===== src/rtl/rst_test_consts.svh =====
// Constants for the reset release and test port select block
`ifndef RST_TEST_CONSTS_SVH
`define RST_TEST_CONSTS_SVH
`define CLK_PERIOD_PS     32'd8000
`define SETTLE_TIME_NS    32'd200
`define SETTLE_CYCLES     ((`SETTLE_TIME_NS * 32'd1000) / `CLK_PERIOD_PS)
`define RESET_MIN_TIME_US 32'd1000
`define RESET_MIN_CYCLES  ((`RESET_MIN_TIME_US * 32'd1000000 + `CLK_PERIOD_PS - 32'd1) / `CLK_PERIOD_PS)
`define IR_BYPASS         4'hf
`define IR_EXTEST         4'h0
`define IR_SAMPLE         4'h1
`define IR_RESET          4'h1
`define BSR_LEN           11
`endif


===== src/rtl/rst_test_pkg.sv =====
// Types for the reset release and test port select block
package rst_test_pkg;
  typedef enum logic [3:0] {
    TLR = 4'h0, RTI = 4'h1, SEL_DR = 4'h2, CAP_DR = 4'h3,
    SH_DR = 4'h4, EX1_DR = 4'h5, PA_DR = 4'h6, EX2_DR = 4'h7,
    UPD_DR = 4'h8, SEL_IR = 4'h9, CAP_IR = 4'ha, SH_IR = 4'hb,
    EX1_IR = 4'hc, PA_IR = 4'hd, EX2_IR = 4'he, UPD_IR = 4'hf
  } tap_state_t;
endpackage : rst_test_pkg


===== src/rtl/reset_and_test_port_select.sv =====
// Reset release timing, shared pin mux and boundary scan test port
`timescale 1ns/100ps
`include "rst_test_consts.svh"
module reset_and_test_port_select (
  input  wire logic       CLK,         // System clock, 125 MHz
  input  wire logic       RST,         // Synchronous power-on reset
  input  wire logic       RESET_N,     // Device reset pin, also test reset
  input  wire logic       TEST_SEL,    // High selects boundary scan port
  input  wire logic       PIN_CS_TMS,  // Shared pin: chip select or TMS
  input  wire logic       PIN_SCK_TCK, // Shared pin: serial clock or TCK
  input  wire logic       PIN_SDI_TDI, // Shared pin: serial in or TDI
  output logic            PIN_SDO_TDO, // Shared pin: serial out or TDO
  output logic            PIN_SDO_OE,  // Output enable of shared out pin
  input  wire logic       CORE_LOCK,   // Core lock indicator
  input  wire logic [9:0] CORE_DATA,   // Core parallel data
  output logic            SIGNAL_LOCK_INDICATOR, // Lock pin
  output logic [9:0]      DATA_OUT,    // Parallel data pins
  output logic            CFG_CS_N,    // To serial config port: select
  output logic            CFG_SCK,     // To serial config port: clock
  output logic            CFG_SDI,     // To serial config port: data
  output logic            CFG_RESET,   // Config registers back to defaults
  output logic            OUT_VALID,   // Outputs settled after release
  output logic            RESET_SHORT  // Last reset pulse under 1ms
);
  // How the block is meant to be used:
  // The mode pin is a level; the host changes it only while the port is idle,
  // because switching mid-frame leaves the config port with a cut transfer.
  // The test clock is sampled by the system clock, so each of its phases
  // must last at least one system clock or an edge is lost.
  // The reset pin acts synchronously here; the pad ring is expected to
  // align it to the system clock before it reaches this block.
  // The lock and data pins are held at zero through reset and then follow
  // the core one cycle late, or the boundary cells under extest; the settling flag tells the host when to look.
  // The short-reset flag is only a status: the block does not stretch a
  // short pulse, it reports it so that software can repeat the reset.
  // Limitation: no identification register, so an unknown instruction
  // behaves like sample and keeps the pins on the core values.

  // Settling and reset length bookkeeping
  logic [31:0] settle_q;
  logic [31:0] low_cnt_q;
  logic        rst_pin_q;
  logic        short_q;

  // Test clock edge detection, kept with the pin steering
  logic        tck_q;
  logic        tck_rise;
  logic        tck_fall;

  // Either reset source clears the state on in_reset; tck_q and the length monitor take RST only
  logic        in_reset;

  // Test controller and its registers
  rst_test_pkg::tap_state_t tap_q;
  rst_test_pkg::tap_state_t tap_d;
  logic [3:0]  ir_q;
  logic [3:0]  ir_sh_q;
  logic        byp_q;
  logic [`BSR_LEN-1:0] bsr_q;
  logic [`BSR_LEN-1:0] bsr_upd_q;
  logic        tdo_q;

  // Boundary cells own the output pins only under extest
  logic        extest;

  // Reset and pin decode; reset is a plain level, the test clock is decoded into rise and fall edges
  assign in_reset = RST | ~RESET_N;
  assign tck_rise = TEST_SEL & PIN_SCK_TCK & ~tck_q;
  assign tck_fall = TEST_SEL & ~PIN_SCK_TCK & tck_q;
  assign extest   = TEST_SEL & (ir_q == `IR_EXTEST);
  assign CFG_RESET = in_reset;

  // Settling counter; OUT_VALID stays low until it expires, which lets the host rely on
  always_ff @(posedge CLK) begin
    if (in_reset) begin
      settle_q <= 32'h0;
    end else if (settle_q < `SETTLE_CYCLES - 32'd1) begin
      settle_q <= settle_q + 32'h1;
    end
  end
  assign OUT_VALID = ~in_reset & (settle_q == `SETTLE_CYCLES - 32'd1);

  // Reset length monitor: flags a release that came sooner than the minimum hold
  always_ff @(posedge CLK) begin
    if (RST) begin
      low_cnt_q <= 32'h0;
      rst_pin_q <= 1'b1;
      short_q   <= 1'b0;
    end else begin
      rst_pin_q <= RESET_N;
      if (!RESET_N && low_cnt_q != 32'hffffffff) begin
        low_cnt_q <= low_cnt_q + 32'h1;
      end else if (RESET_N && !rst_pin_q) begin
        short_q   <= (low_cnt_q < `RESET_MIN_CYCLES);
        low_cnt_q <= 32'h0;
      end
    end
  end
  assign RESET_SHORT = short_q;

  // Data outputs: registered, driven from the boundary cells under extest
  always_ff @(posedge CLK) begin
    if (in_reset) begin
      SIGNAL_LOCK_INDICATOR <= 1'b0;
      DATA_OUT              <= 10'h000;
    end else if (extest) begin
      SIGNAL_LOCK_INDICATOR <= bsr_upd_q[10];
      DATA_OUT              <= bsr_upd_q[9:0];
    end else begin
      SIGNAL_LOCK_INDICATOR <= CORE_LOCK;
      DATA_OUT              <= CORE_DATA;
    end
  end

  // Pin steering; config port idles deselected while in test mode
  always_comb begin
    if (TEST_SEL) begin
      CFG_CS_N    = 1'b1;
      CFG_SCK     = 1'b0;
      CFG_SDI     = 1'b0;
      PIN_SDO_TDO = tdo_q;
      PIN_SDO_OE  = (tap_q == rst_test_pkg::SH_DR) || (tap_q == rst_test_pkg::SH_IR);
    end else begin
      CFG_CS_N    = PIN_CS_TMS;
      CFG_SCK     = PIN_SCK_TCK;
      CFG_SDI     = PIN_SDI_TDI;
      PIN_SDO_TDO = PIN_SDI_TDI; // Loop-through, no clocking
      PIN_SDO_OE  = 1'b1;
    end
  end

  // Test clock edge detect; TCK is far slower than CLK
  always_ff @(posedge CLK) begin
    if (RST) begin
      tck_q <= 1'b0;
    end else begin
      tck_q <= PIN_SCK_TCK;
    end
  end

  // Test controller next state, standard sixteen-state walk on TMS
  always_comb begin
    tap_d = tap_q;
    case (tap_q)
      rst_test_pkg::TLR:    tap_d = PIN_CS_TMS ? rst_test_pkg::TLR : rst_test_pkg::RTI;
      rst_test_pkg::RTI:    tap_d = PIN_CS_TMS ? rst_test_pkg::SEL_DR : rst_test_pkg::RTI;
      rst_test_pkg::SEL_DR: tap_d = PIN_CS_TMS ? rst_test_pkg::SEL_IR : rst_test_pkg::CAP_DR;
      rst_test_pkg::CAP_DR: tap_d = PIN_CS_TMS ? rst_test_pkg::EX1_DR : rst_test_pkg::SH_DR;
      rst_test_pkg::SH_DR:  tap_d = PIN_CS_TMS ? rst_test_pkg::EX1_DR : rst_test_pkg::SH_DR;
      rst_test_pkg::EX1_DR: tap_d = PIN_CS_TMS ? rst_test_pkg::UPD_DR : rst_test_pkg::PA_DR;
      rst_test_pkg::PA_DR:  tap_d = PIN_CS_TMS ? rst_test_pkg::EX2_DR : rst_test_pkg::PA_DR;
      rst_test_pkg::EX2_DR: tap_d = PIN_CS_TMS ? rst_test_pkg::UPD_DR : rst_test_pkg::SH_DR;
      rst_test_pkg::UPD_DR: tap_d = PIN_CS_TMS ? rst_test_pkg::SEL_DR : rst_test_pkg::RTI;
      rst_test_pkg::SEL_IR: tap_d = PIN_CS_TMS ? rst_test_pkg::TLR : rst_test_pkg::CAP_IR;
      rst_test_pkg::CAP_IR: tap_d = PIN_CS_TMS ? rst_test_pkg::EX1_IR : rst_test_pkg::SH_IR;
      rst_test_pkg::SH_IR:  tap_d = PIN_CS_TMS ? rst_test_pkg::EX1_IR : rst_test_pkg::SH_IR;
      rst_test_pkg::EX1_IR: tap_d = PIN_CS_TMS ? rst_test_pkg::UPD_IR : rst_test_pkg::PA_IR;
      rst_test_pkg::PA_IR:  tap_d = PIN_CS_TMS ? rst_test_pkg::EX2_IR : rst_test_pkg::PA_IR;
      rst_test_pkg::EX2_IR: tap_d = PIN_CS_TMS ? rst_test_pkg::UPD_IR : rst_test_pkg::SH_IR;
      rst_test_pkg::UPD_IR: tap_d = PIN_CS_TMS ? rst_test_pkg::SEL_DR : rst_test_pkg::RTI;
      default:              tap_d = rst_test_pkg::TLR;
    endcase
  end

  // Controller state; the reset pin doubles as test reset
  always_ff @(posedge CLK) begin
    if (in_reset || !TEST_SEL) begin
      tap_q <= rst_test_pkg::TLR;
    end else if (tck_rise) begin
      tap_q <= tap_d;
    end
  end

  // Instruction and data registers, shifted on rising TCK
  always_ff @(posedge CLK) begin
    if (in_reset || !TEST_SEL || tap_q == rst_test_pkg::TLR) begin
      ir_q      <= `IR_BYPASS;
      ir_sh_q   <= 4'h0;
      byp_q     <= 1'b0;
      bsr_q     <= '0;
      bsr_upd_q <= '0;
    end else if (tck_rise) begin
      case (tap_q)
        rst_test_pkg::CAP_IR: ir_sh_q <= `IR_RESET;
        rst_test_pkg::SH_IR:  ir_sh_q <= {PIN_SDI_TDI, ir_sh_q[3:1]};
        rst_test_pkg::CAP_DR: begin
          byp_q <= 1'b0;
          bsr_q <= {CORE_LOCK, CORE_DATA};
        end
        rst_test_pkg::SH_DR: begin
          byp_q <= PIN_SDI_TDI;
          if (ir_q != `IR_BYPASS) begin
            bsr_q <= {PIN_SDI_TDI, bsr_q[`BSR_LEN-1:1]};
          end
        end
        default: ;
      endcase
    end else if (tck_fall) begin
      if (tap_q == rst_test_pkg::UPD_IR) begin
        ir_q <= ir_sh_q;
      end
      if (tap_q == rst_test_pkg::UPD_DR) begin
        bsr_upd_q <= bsr_q;
      end
    end
  end

  // Test data out changes on falling TCK, as the port requires
  always_ff @(posedge CLK) begin
    if (in_reset) begin
      tdo_q <= 1'b0;
    end else if (tck_fall) begin
      if (tap_q == rst_test_pkg::SH_IR) begin
        tdo_q <= ir_sh_q[0];
      end else if (ir_q == `IR_BYPASS) begin
        tdo_q <= byp_q;
      end else begin
        tdo_q <= bsr_q[0];
      end
    end
  end
endmodule : reset_and_test_port_select


===== config.mk =====
export PLATFORM = sky130hd
export DESIGN_NAME = reset_and_test_port_select
export DESIGN_NICKNAME = d
export VERILOG_FILES = /design/src/rtl/rst_test_pkg.sv /design/src/rtl/reset_and_test_port_select.sv
export VERILOG_INCLUDE_DIRS = /design/src /design/src/rtl
export SDC_FILE = /design/constraint.sdc
export NUM_CORES = 1
export LEC_CHECK = 0
export BUFFER_PORTS_ARGS = -buffer_cell sky130_fd_sc_hd__buf_4
export CAP_MARGIN = 20
export CELL_PAD_IN_SITES_DETAIL_PLACEMENT = 1
export CELL_PAD_IN_SITES_GLOBAL_PLACEMENT = 1
export CORE_MARGIN = 1
export CORE_UTILIZATION = 42
export CTS_CLUSTER_DIAMETER = 100
export DETAILED_ROUTE_END_ITERATION = 12
export PLACE_DENSITY_LB_ADDON = 0.1
export SLEW_MARGIN = 10
export SYNTH_ARGS = -nofsm -noshare
export SYNTH_HDL_FRONTEND = slang
export SYNTH_SLANG_ARGS = --single-unit

===== constraint.sdc =====
create_clock -name CLK -period 2.05 [get_ports CLK]
set_input_delay 0 -clock CLK [delete_from_list [all_inputs] [get_ports CLK]]
set_output_delay 0 -clock CLK [all_outputs]
set_load 0.005 [all_outputs]

==> results.cfg, run 1 <==
[outcome]
status = finished, violations left
failed_checks = design-rule violations

[synth]
syn-cell-area_um2 = 5080
syn_inst = 563
synth_edf_count = 0
ys.flop_type = dfxtp_1
syn-num-nets = 584
yosysTopAreaCell = dfxtp_1
ys_ff_latch = 114
netlist.area_leader.share = 0.449
yosys_warnings = 0
seq_area_frac_synth = 0.449
synth.avg_cell_area_um2 = 9.02
ys_types = 56
synth-async-reset-ratio = 0
synthTopCellsByArea = dfxtp_1 45%, mux2i_1 7.9%, and2_1 4.3%, nor2_1 4.2%, nand3_1 2.7%

[cells_and_area]
stdcell_count = 791
finish.net_count = 656
antenna_cells = 0
syn2layout_area_growth_pct = 27.2
n_fill_cell = 1314
drive_gt1_frac = 0.191

[cts]
cts_tree = done
path_clk_slew_ps = 50
cts.sinks = 114
cts_root_buffer = clkbuf_16
post_cts_buffers = 0
cts-buffers-inserted = 17
clk_path_buf_depth = 2
clk_latency_ps = 420
htreeDepth = 4

[critical_path]
crit_arrival_ps = 2270
worstSetupPathType = flop to flop
crit_start = low_cnt_q[14]$_SDFFE_PP0P_
cp_max_fo = 17
cp-start-kind = flop
required_ps = 2390
worstRegToRegCells = 7
r2r_start = low_cnt_q[14]$_SDFFE_PP0P_
end_kind = flop

[power_and_ir_drop]
power_density_nw_per_um2 = 838
vdd_drop_max_v = 0.000464
p_leak_nw = 2.49

[route]
wl_per_cell_um = 17.8
dr.pass1.iters = 9
drcViolationCount = 5
wl_um = 14100
vias_per_cell = 5.73
vias = 4533
ant_nets = 0
initialDrtViolationCount = 277

[global_routing]
grt_pass1_wl_um = 23200
antenna_found_initial = 0
grt_max_degree = 31
grt_pass1_vias = 4642
overflow = 0
grtUsageTotal = 0.237

[timing]
maxSlewViolCount = 0
max_slew_margin = 0.613
fmax_ghz = 0.518
skew_ps = 9.55
setup_viol = 0
post-route-period-util = 0.941
rsz0062_at_grt = false
setup_tns_ps = 0
final-hold-violation-count = 0
tightestPinTransition_ps = 576
period_needed_ps = 1930

[floorplan]
rows = 39
die-area_um2 = 12500
start_util = 0.437
die_w_um = 112
die_y_um = 112
core_um2 = 11600
num_io_pins = 37

[place]
place_congestion = 0.876
dp.cells = 742
portBuffers = 36
hpwl_um = 9300

[hold_path]
hold_depth = 4
hp-class = input pin to flop
worstHoldStart = RESET_N

[job]
maxCapViolCount = 0
[cells by family after synthesis]
group	share of synthesized area
adder cells (fa/ha/maj)	0.00739
buffers and inverters	0.0443
AND/OR/NAND/NOR	0.273
flip-flops	0.449
multiplexers	0.0788
AO/OA/AOI/OAI	0.136
XOR/XNOR	0.0103
[critical path, stage by stage, from the launching register on]
cell and delay (ps):
dfxtp_1 410, and4_4 320, nand4_2 160, buf_4 190, o31ai_4 280, buf_12 180
o311ai_0 140, a21oi_1 180
[state kept, by name, indices dropped and copies added, names as in the netlist]
signal and flops:
bsr_q 11, DATA_OUT 10, ir_sh_q 4, ir_q 4, settle_q 32, bsr_upd_q 11, RESET_SHORT 1, rst_pin_q 1
low_cnt_q 32, tck_q 1, byp_q 1, SIGNAL_LOCK_INDICATOR 1, tap_q 4, tdo_q 1
[cells in the mapped netlist, drive strengths merged, types with 9 or more instances]
cell    count
dfxtp     114
nor2       58
mux2i      40
and2       35
nand3      27
nand2      26
buf        22
a21oi      21
a31oi      21
o21ai      19
clkbuf     17
nand4      15
nor4       14
a211oi     13
nor3       13
nand3b     11
and3       10
and4        9
[power by group]
group,internal (W),total (W),leakage (nW),switching (W)
logic,0.000114,0.000240,1.29,0.000125
registers,0.00224,0.00226,0.922,0.0000175
clock network,0.00188,0.00291,0.287,0.00104
[layout by cell type (no fill, tap or decap), drive strengths merged, types with 2 or more instances in the layout]
cell,instances
clkinv,7
o311ai,2
inv,8
a31oi,21
clkbuf,23
dlygate4sd3,17
o31a,2
and3,10
o21ai,19
nor4,14
a2111oi,2
buf,75
nand3b,11
and2,35
o31ai,6
nand2b,2
a21o,4
nand4,15
nand2,26
nor4b,3
nor2,58
o211ai,4
and4,9
ha,3
mux2i,40
xnor2,5
nor3,13
a21oi,21
bufinv,2
nor2b,5
or4,6
a211o,2
a41oi,5
a211oi,13
or3,8
nand3,27
dfxtp,114
nand4b,2
[final cells by class]
cell class / instances / area [µm²] / share of cell area
Clock buffer: 23 / 478 / 0.0740
Clock inverter: 9 / 105 / 0.0163
Inverter: 9 / 33.8 / 0.00523
Multi-Input combinational cell: 401 / 2610 / 0.404
Sequential cell: 114 / 2280 / 0.353
Tap cell: 143 / 179 / 0.0277
Timing Repair Buffer: 92 / 771 / 0.119
[routing by layer]
layer  track usage  up-vias  share of wire
met5             0        -              0
met4        0.0764        0          0.014
met3        0.0626       20          0.037
met2         0.416       72           0.50
met1         0.282     2233           0.45
li1              -     2208              -
[metrics by stage]
step	worst slack (ps)	instance area, µm²	hold slack (ps)	power (W)	util
after global placement	99.2	5680	244	0.00251	0.489
after global routing	13.0	6460	27.9	0.00559	0.556
after CTS	18.2	6440	3.78	0.00545	0.554
after floorplan	73.1	5080	117	0.00241	-
after detailed placement	44.3	5680	254	0.00252	0.489
final	121	6460	10.4	0.00541	0.556
[path summary, 6_finish.rpt]
| kind | to | slack (ps) |
|---|---|---|
| setup / recovery | low_cnt_q[9]$_SDFFE_PP0P_ | 120 |
| hold / removal | low_cnt_q[1]$_SDFFE_PP0P_ | 10 |
| setup reg to reg | low_cnt_q[9]$_SDFFE_PP0P_ | 120 |
| hold reg to reg | settle_q[10]$_SDFFE_PP0N_ | 460 |
[what timing repair did]
action                                  4_1_cts  5_1_grt
hold endpoints to repair                     29        0
endpoints found under the setup margin        1       32
pin swaps                                     0        0
hold buffers                                 17        0
resized for setup                             1        9
No activity file was read; power rests on OpenSTA's default activity.
==> run 2, diff against run 1 <==
--- a/config.mk
+++ b/config.mk
@@ -6,15 +6,17 @@
 export SDC_FILE = /design/constraint.sdc
 export NUM_CORES = 1
 export LEC_CHECK = 0
+export ABC_CLOCK_PERIOD_IN_PS = 2050
 export BUFFER_PORTS_ARGS = -buffer_cell sky130_fd_sc_hd__buf_4
 export CAP_MARGIN = 20
-export CELL_PAD_IN_SITES_DETAIL_PLACEMENT = 1
-export CELL_PAD_IN_SITES_GLOBAL_PLACEMENT = 1
+export CELL_PAD_IN_SITES_DETAIL_PLACEMENT = 0
+export CELL_PAD_IN_SITES_GLOBAL_PLACEMENT = 2
 export CORE_MARGIN = 1
-export CORE_UTILIZATION = 42
+export CORE_UTILIZATION = 34
 export CTS_CLUSTER_DIAMETER = 100
 export DETAILED_ROUTE_END_ITERATION = 12
 export PLACE_DENSITY_LB_ADDON = 0.1
+export SETUP_SLACK_MARGIN = 0.05
 export SLEW_MARGIN = 10
 export SYNTH_ARGS = -nofsm -noshare
 export SYNTH_HDL_FRONTEND = slang
==> results.cfg, run 2 (synthesis results as in run 1) <==
[outcome]
status = complete, no violations

[floorplan]
die_y_um = 124
rows = 44
start_util = 0.350
core_um2 = 14500
die_w_um = 124
die-area_um2 = 15400
num_io_pins = 37

[cells_and_area]
syn2layout_area_growth_pct = 30.8
antenna_cells = 0
finish.net_count = 668
reg_top3 = low_cnt_q: 32 flops, settle_q: 32 flops
layout_commonest_cell = dfxtp_1
finish.utilization = 0.457
fin_area_um2 = 6650
mostFrequentLayoutCells = 113 x dfxtp_1, 86 x buf_4, 56 x nor2_1
drive_gt1_frac = 0.209

[timing]
period_needed_ps = 1890
maxSlewViolCount = 0
skew_ps = 8.07
final-hold-violation-count = 0
fmax_ghz = 0.528
max_slew_margin = 0.659
hold_slack_ps = 12.1
rsz0062_at_grt = false
setup_tns_ps = 0
post-route-period-util = 0.923
setup_viol = 0
tightestPinTransition_ps = 508

[route]
initialDrtViolationCount = 239
vias = 4384
ant_nets = 0
drcViolationCount = 0
wl_um = 12800
wl_per_cell_um = 15.1
dr.pass1.iters = 6
vias_per_cell = 5.19

[power_and_ir_drop]
finalPower_w = 0.00569
p_seq_frac = 0.397
pwr-share-comb = 0.042
vdd_drop_max_v = 0.000719
pwr-share-clk = 0.561
p_leak_nw = 2.56
p_sw_w = 0.00125
intPower_w = 0.00444
p_sw_frac = 0.220
power_density_nw_per_um2 = 856

[place]
portBuffers = 36
place_congestion = 0.770
hpwl_um = 8840
placed_cell_area_um2 = 5790

[critical_path]
crit_start = low_cnt_q[0]$_SDFFE_PP0P_
worstSetupPathType = flop to flop
worstRegToRegCells = 7
cp-start-kind = flop
critPathCapture = low_cnt_q[17]$_SDFFE_PP0P_
end_kind = flop
r2r_end = low_cnt_q[17]$_SDFFE_PP0P_
crit_arrival_ps = 2190
reg2reg_slack_ps = 160
required_ps = 2340
path_cells = ha_4, and3_4, nand4_4, or3_1, buf_4, a41oi_1, a31oi_1
crit_buf_inv = 1
cp.depth = 7
path_delay_family = simple AND/OR/NAND/NOR gates
critPathMaxStageDelay_ps = 440
r2r_start = low_cnt_q[0]$_SDFFE_PP0P_
critPathSlowestCell = or3_1
cp_max_fo = 15

[cts]
cts-buffers-inserted = 17
clk_latency_ps = 410
cts_root_buffer = clkbuf_16
path_clk_slew_ps = 60
cts.sinks = 114
htreeDepth = 4
cts_tree = done
clk_path_buf_depth = 2

[global_routing]
overflow = 0
grtUsageTotal = 0.175
grt_pass1_wl_um = 21600
grt_pass1_vias = 4271
antenna_found_initial = 0
grt_max_degree = 30

[hold_path]
hp-class = input pin to flop

[job]
maxCapViolCount = 0
-- run 2: cell types whose count changed in the layout (fill, tap and decap cells not counted), sizes merged --
cell and delta:
buf +13, clkbuf -5, inv +3, bufinv +2, clkinv -1, clkinvlp +1, dlygate4sd3 -1
-- run 2: per-layer routing --
layer | routed length [µm] | GRT usage
met1 | 6310 | 0.228
met4 | 246 | 0.0652
met3 | 517 | 0.0530
met2 | 5690 | 0.270
met5 | 0 | 0
-- run 2: cell type report --
class / instances / area [µm²]
Sequential cell: 114 / 2280
Inverter: 9 / 33.8
Clock inverter: 14 / 201
Clock buffer: 18 / 439
Fill cell: 1392 / 7890
Multi-Input combinational cell: 401 / 2620
Tap cell: 184 / 230
Timing Repair Buffer: 104 / 837
-- run 2: stage by stage --
step	std cells	worst slack, ps
detailed placement	794	31.1
global placement	794	96.0
global route	844	50.9
floorplan	563	73.1
finish	844	157
CTS	844	62.2
-- run 2: worst min path at each step --
stage / end / startpoint / depth (start not counted)
6_report: low_cnt_q[1]$_SDFFE_PP0P_ / RESET_N / 4
5_1_grt: low_cnt_q[1]$_SDFFE_PP0P_ / RESET_N / 4
4_1_cts: low_cnt_q[1]$_SDFFE_PP0P_ / RESET_N / 4
3_5_place_dp: DATA_OUT[5]$_SDFF_PP0_ / CORE_DATA[5] / 3
3_3_place_gp: tck_q$_SDFF_PP0_ / PIN_SCK_TCK / 2
2_1_floorplan: CFG_SCK / PIN_SCK_TCK / 1
-- run 2: timing repair --
action	in CTS	in global routing
setup buffers	2	0
gates resized for setup	2	8
hold buffers	16	0
cloned	0	0
endpoints found under the hold margin	29	0
endpoints found under the setup margin	15	25
-- run 2: power groups by stage --
stage          Clock [W]  Combinational [W]  Sequential (W)
2_1_floorplan          0           0.000106         0.00230
3_3_place_gp           0           0.000211         0.00230
3_5_place_dp           0           0.000214         0.00230
4_1_cts          0.00326           0.000239         0.00226
5_1_grt          0.00338           0.000264         0.00226
6_report         0.00319           0.000238         0.00226
-- run 2: tightest hold or removal path, cell delays in order --
cell and delay [ps]:
buf_4 110, inv_1 100, nand3_1 110, a21oi_1 60
==> run 3, diff against run 2 <==
--- a/config.mk
+++ b/config.mk
@@ -15,7 +15,9 @@
 export CORE_UTILIZATION = 34
 export CTS_CLUSTER_DIAMETER = 100
 export DETAILED_ROUTE_END_ITERATION = 12
+export GPL_TIMING_DRIVEN = 0
 export PLACE_DENSITY_LB_ADDON = 0.1
+export RECOVER_POWER = 100
 export SETUP_SLACK_MARGIN = 0.05
 export SLEW_MARGIN = 10
 export SYNTH_ARGS = -nofsm -noshare
==> results.cfg, run 3 (synthesis results as in run 1) <==
[cells_and_area]
finish.net_count = 666
stdcell_count = 842
reg_top3 = low_cnt_q: 32 flops, settle_q: 32 flops
mostFrequentLayoutCells = 102 x dfxtp_1, 57 x nor2_1, 40 x mux2i_1
n_fill_cell = 1434
multiInputGateArea_um2 = 2680
syn2layout_area_growth_pct = 30.9
fin_area_um2 = 6650
antenna_cells = 0
layout_commonest_cell = dfxtp_1
drive_gt1_frac = 0.205
register_area_um2 = 2300

[global_routing]
use_met2 = 0.260
top_usage_layer = met2
grt_util_met1 = 0.245
antenna_found_initial = 0
grt_max_degree = 17
grt_pass1_wl_um = 21600
overflow = 0
use_met3 = 0.0440
grtUsageTotal = 0.177
grt_pass1_vias = 4175

[cts]
clk_latency_ps = 420
cts_root_buffer = clkbuf_16
htreeDepth = 4
path_clk_slew_ps = 60
cts_tree = done
cts.sinks = 114
cts-buffers-inserted = 17
clk_path_buf_depth = 2

[timing]
final-hold-violation-count = 0
setup_viol = 0
tightestPinTransition_ps = 639
finalWorstSetupSlack_ps = 48.5
maxSlewViolCount = 0
post-route-period-util = 0.976
skew_ps = 8.17
period_needed_ps = 2000
rsz0062_at_grt = true
fmax_ghz = 0.500
max_slew_margin = 0.572

[hold_path]
worstHoldStart = RST
whs_endpoint = low_cnt_q[1]$_SDFFE_PP0P_
hp-class = input pin to flop
hold_depth = 2

[floorplan]
die_w_um = 124
die-area_um2 = 15400
die_y_um = 124
rows = 44
core_um2 = 14500
start_util = 0.350
num_io_pins = 37

[power_and_ir_drop]
finalPower_w = 0.00557
power_density_nw_per_um2 = 838
vdd_drop_max_v = 0.000564
p_leak_nw = 2.49

[route]
dr.pass1.iters = 4
ant_nets = 0
wl_per_cell_um = 15.6
vias = 4392
wl_um = 13100
drcViolationCount = 0
vias_per_cell = 5.22
initialDrtViolationCount = 274

[critical_path]
end_kind = flop
r2r_end = low_cnt_q[17]$_SDFFE_PP0P_
crit_arrival_ps = 2290
reg2reg_slack_ps = 50
r2r_start = low_cnt_q[1]$_SDFFE_PP0P_
cp-start-kind = flop
worstSetupPathType = flop to flop
cp_max_fo = 8
required_ps = 2340
worstRegToRegCells = 9

[place]
place_congestion = 0.790
dp.cells = 780
dpl_worst_slack_ps = -285
hpwl_um = 8900
placed_cell_area_um2 = 5560
portBuffers = 33

[job]
maxCapViolCount = 0

[outcome]
status = complete, no violations
==> run 3: cell type report <==
cell class                      instances  share of cell area
Multi-Input combinational cell        401               0.402
Sequential cell                       114               0.346
Timing Repair Buffer                   64              0.0798
Clock buffer                           18              0.0660
Buffer                                 38              0.0391
Tap cell                              184              0.0346
Clock inverter                         14              0.0269
Inverter                                9             0.00508
==> run 3: through the flow <==
step           TNS (ps)  utilization  hold slack [ps]
2_1_floorplan         0            -              117
3_3_place_gp      -5100        0.382              245
3_5_place_dp      -5810        0.382              254
4_1_cts               0        0.444            0.470
5_1_grt           -47.5        0.458             26.3
6_report              0        0.458             7.05
==> run 3: repair_timing <==
item | CTS | global route
pin swaps | 5 | 9
hold endpoints to repair | 27 | 0
gates cloned | 0 | 1
setup endpoints to repair | 51 | 58
hold buffers | 16 | 0
resized for setup | 23 | 43
setup buffers | 6 | 8
==> run 3: worst max-delay path, cell delays in order (launching register included) <==
cell and delay (ps):
dfxtp_4 370, ha_4 140, and3_4 180, buf_6 120, nand4_4 120, or3_4 400, buf_6 150, buf_12 130
a41oi_1 210, a31oi_1 60
==> run 3: worst max path at each step <==
stage,from,end,slack (ps),cells past startpoint
floorplan,low_cnt_q[0]$_SDFFE_PP0P_,low_cnt_q[17]$_SDFFE_PP0P_,70,10
global placement,low_cnt_q[0]$_SDFFE_PP0P_,low_cnt_q[13]$_SDFFE_PP0P_,-320,10
detailed placement,low_cnt_q[0]$_SDFFE_PP0P_,low_cnt_q[13]$_SDFFE_PP0P_,-290,10
CTS,low_cnt_q[18]$_SDFFE_PP0P_,low_cnt_q[27]$_SDFFE_PP0P_,60,7
global route,low_cnt_q[1]$_SDFFE_PP0P_,low_cnt_q[17]$_SDFFE_PP0P_,-50,9
finish,low_cnt_q[1]$_SDFFE_PP0P_,low_cnt_q[17]$_SDFFE_PP0P_,50,9
==> run 3: metal layers <==
layer / up-vias / part of all wire
met4: 0 / 0.013
met5: - / 0
met1: 2067 / 0.51
met2: 68 / 0.45
li1: 2245 / -
met3: 12 / 0.032
==> run 3: power by group <==
group	internal (W)	leakage [nW]	total [W]	switching [W]
registers	0.00224	0.928	0.00226	0.0000219
logic	0.000117	1.27	0.000242	0.000126
clock network	0.00196	0.294	0.00307	0.00111
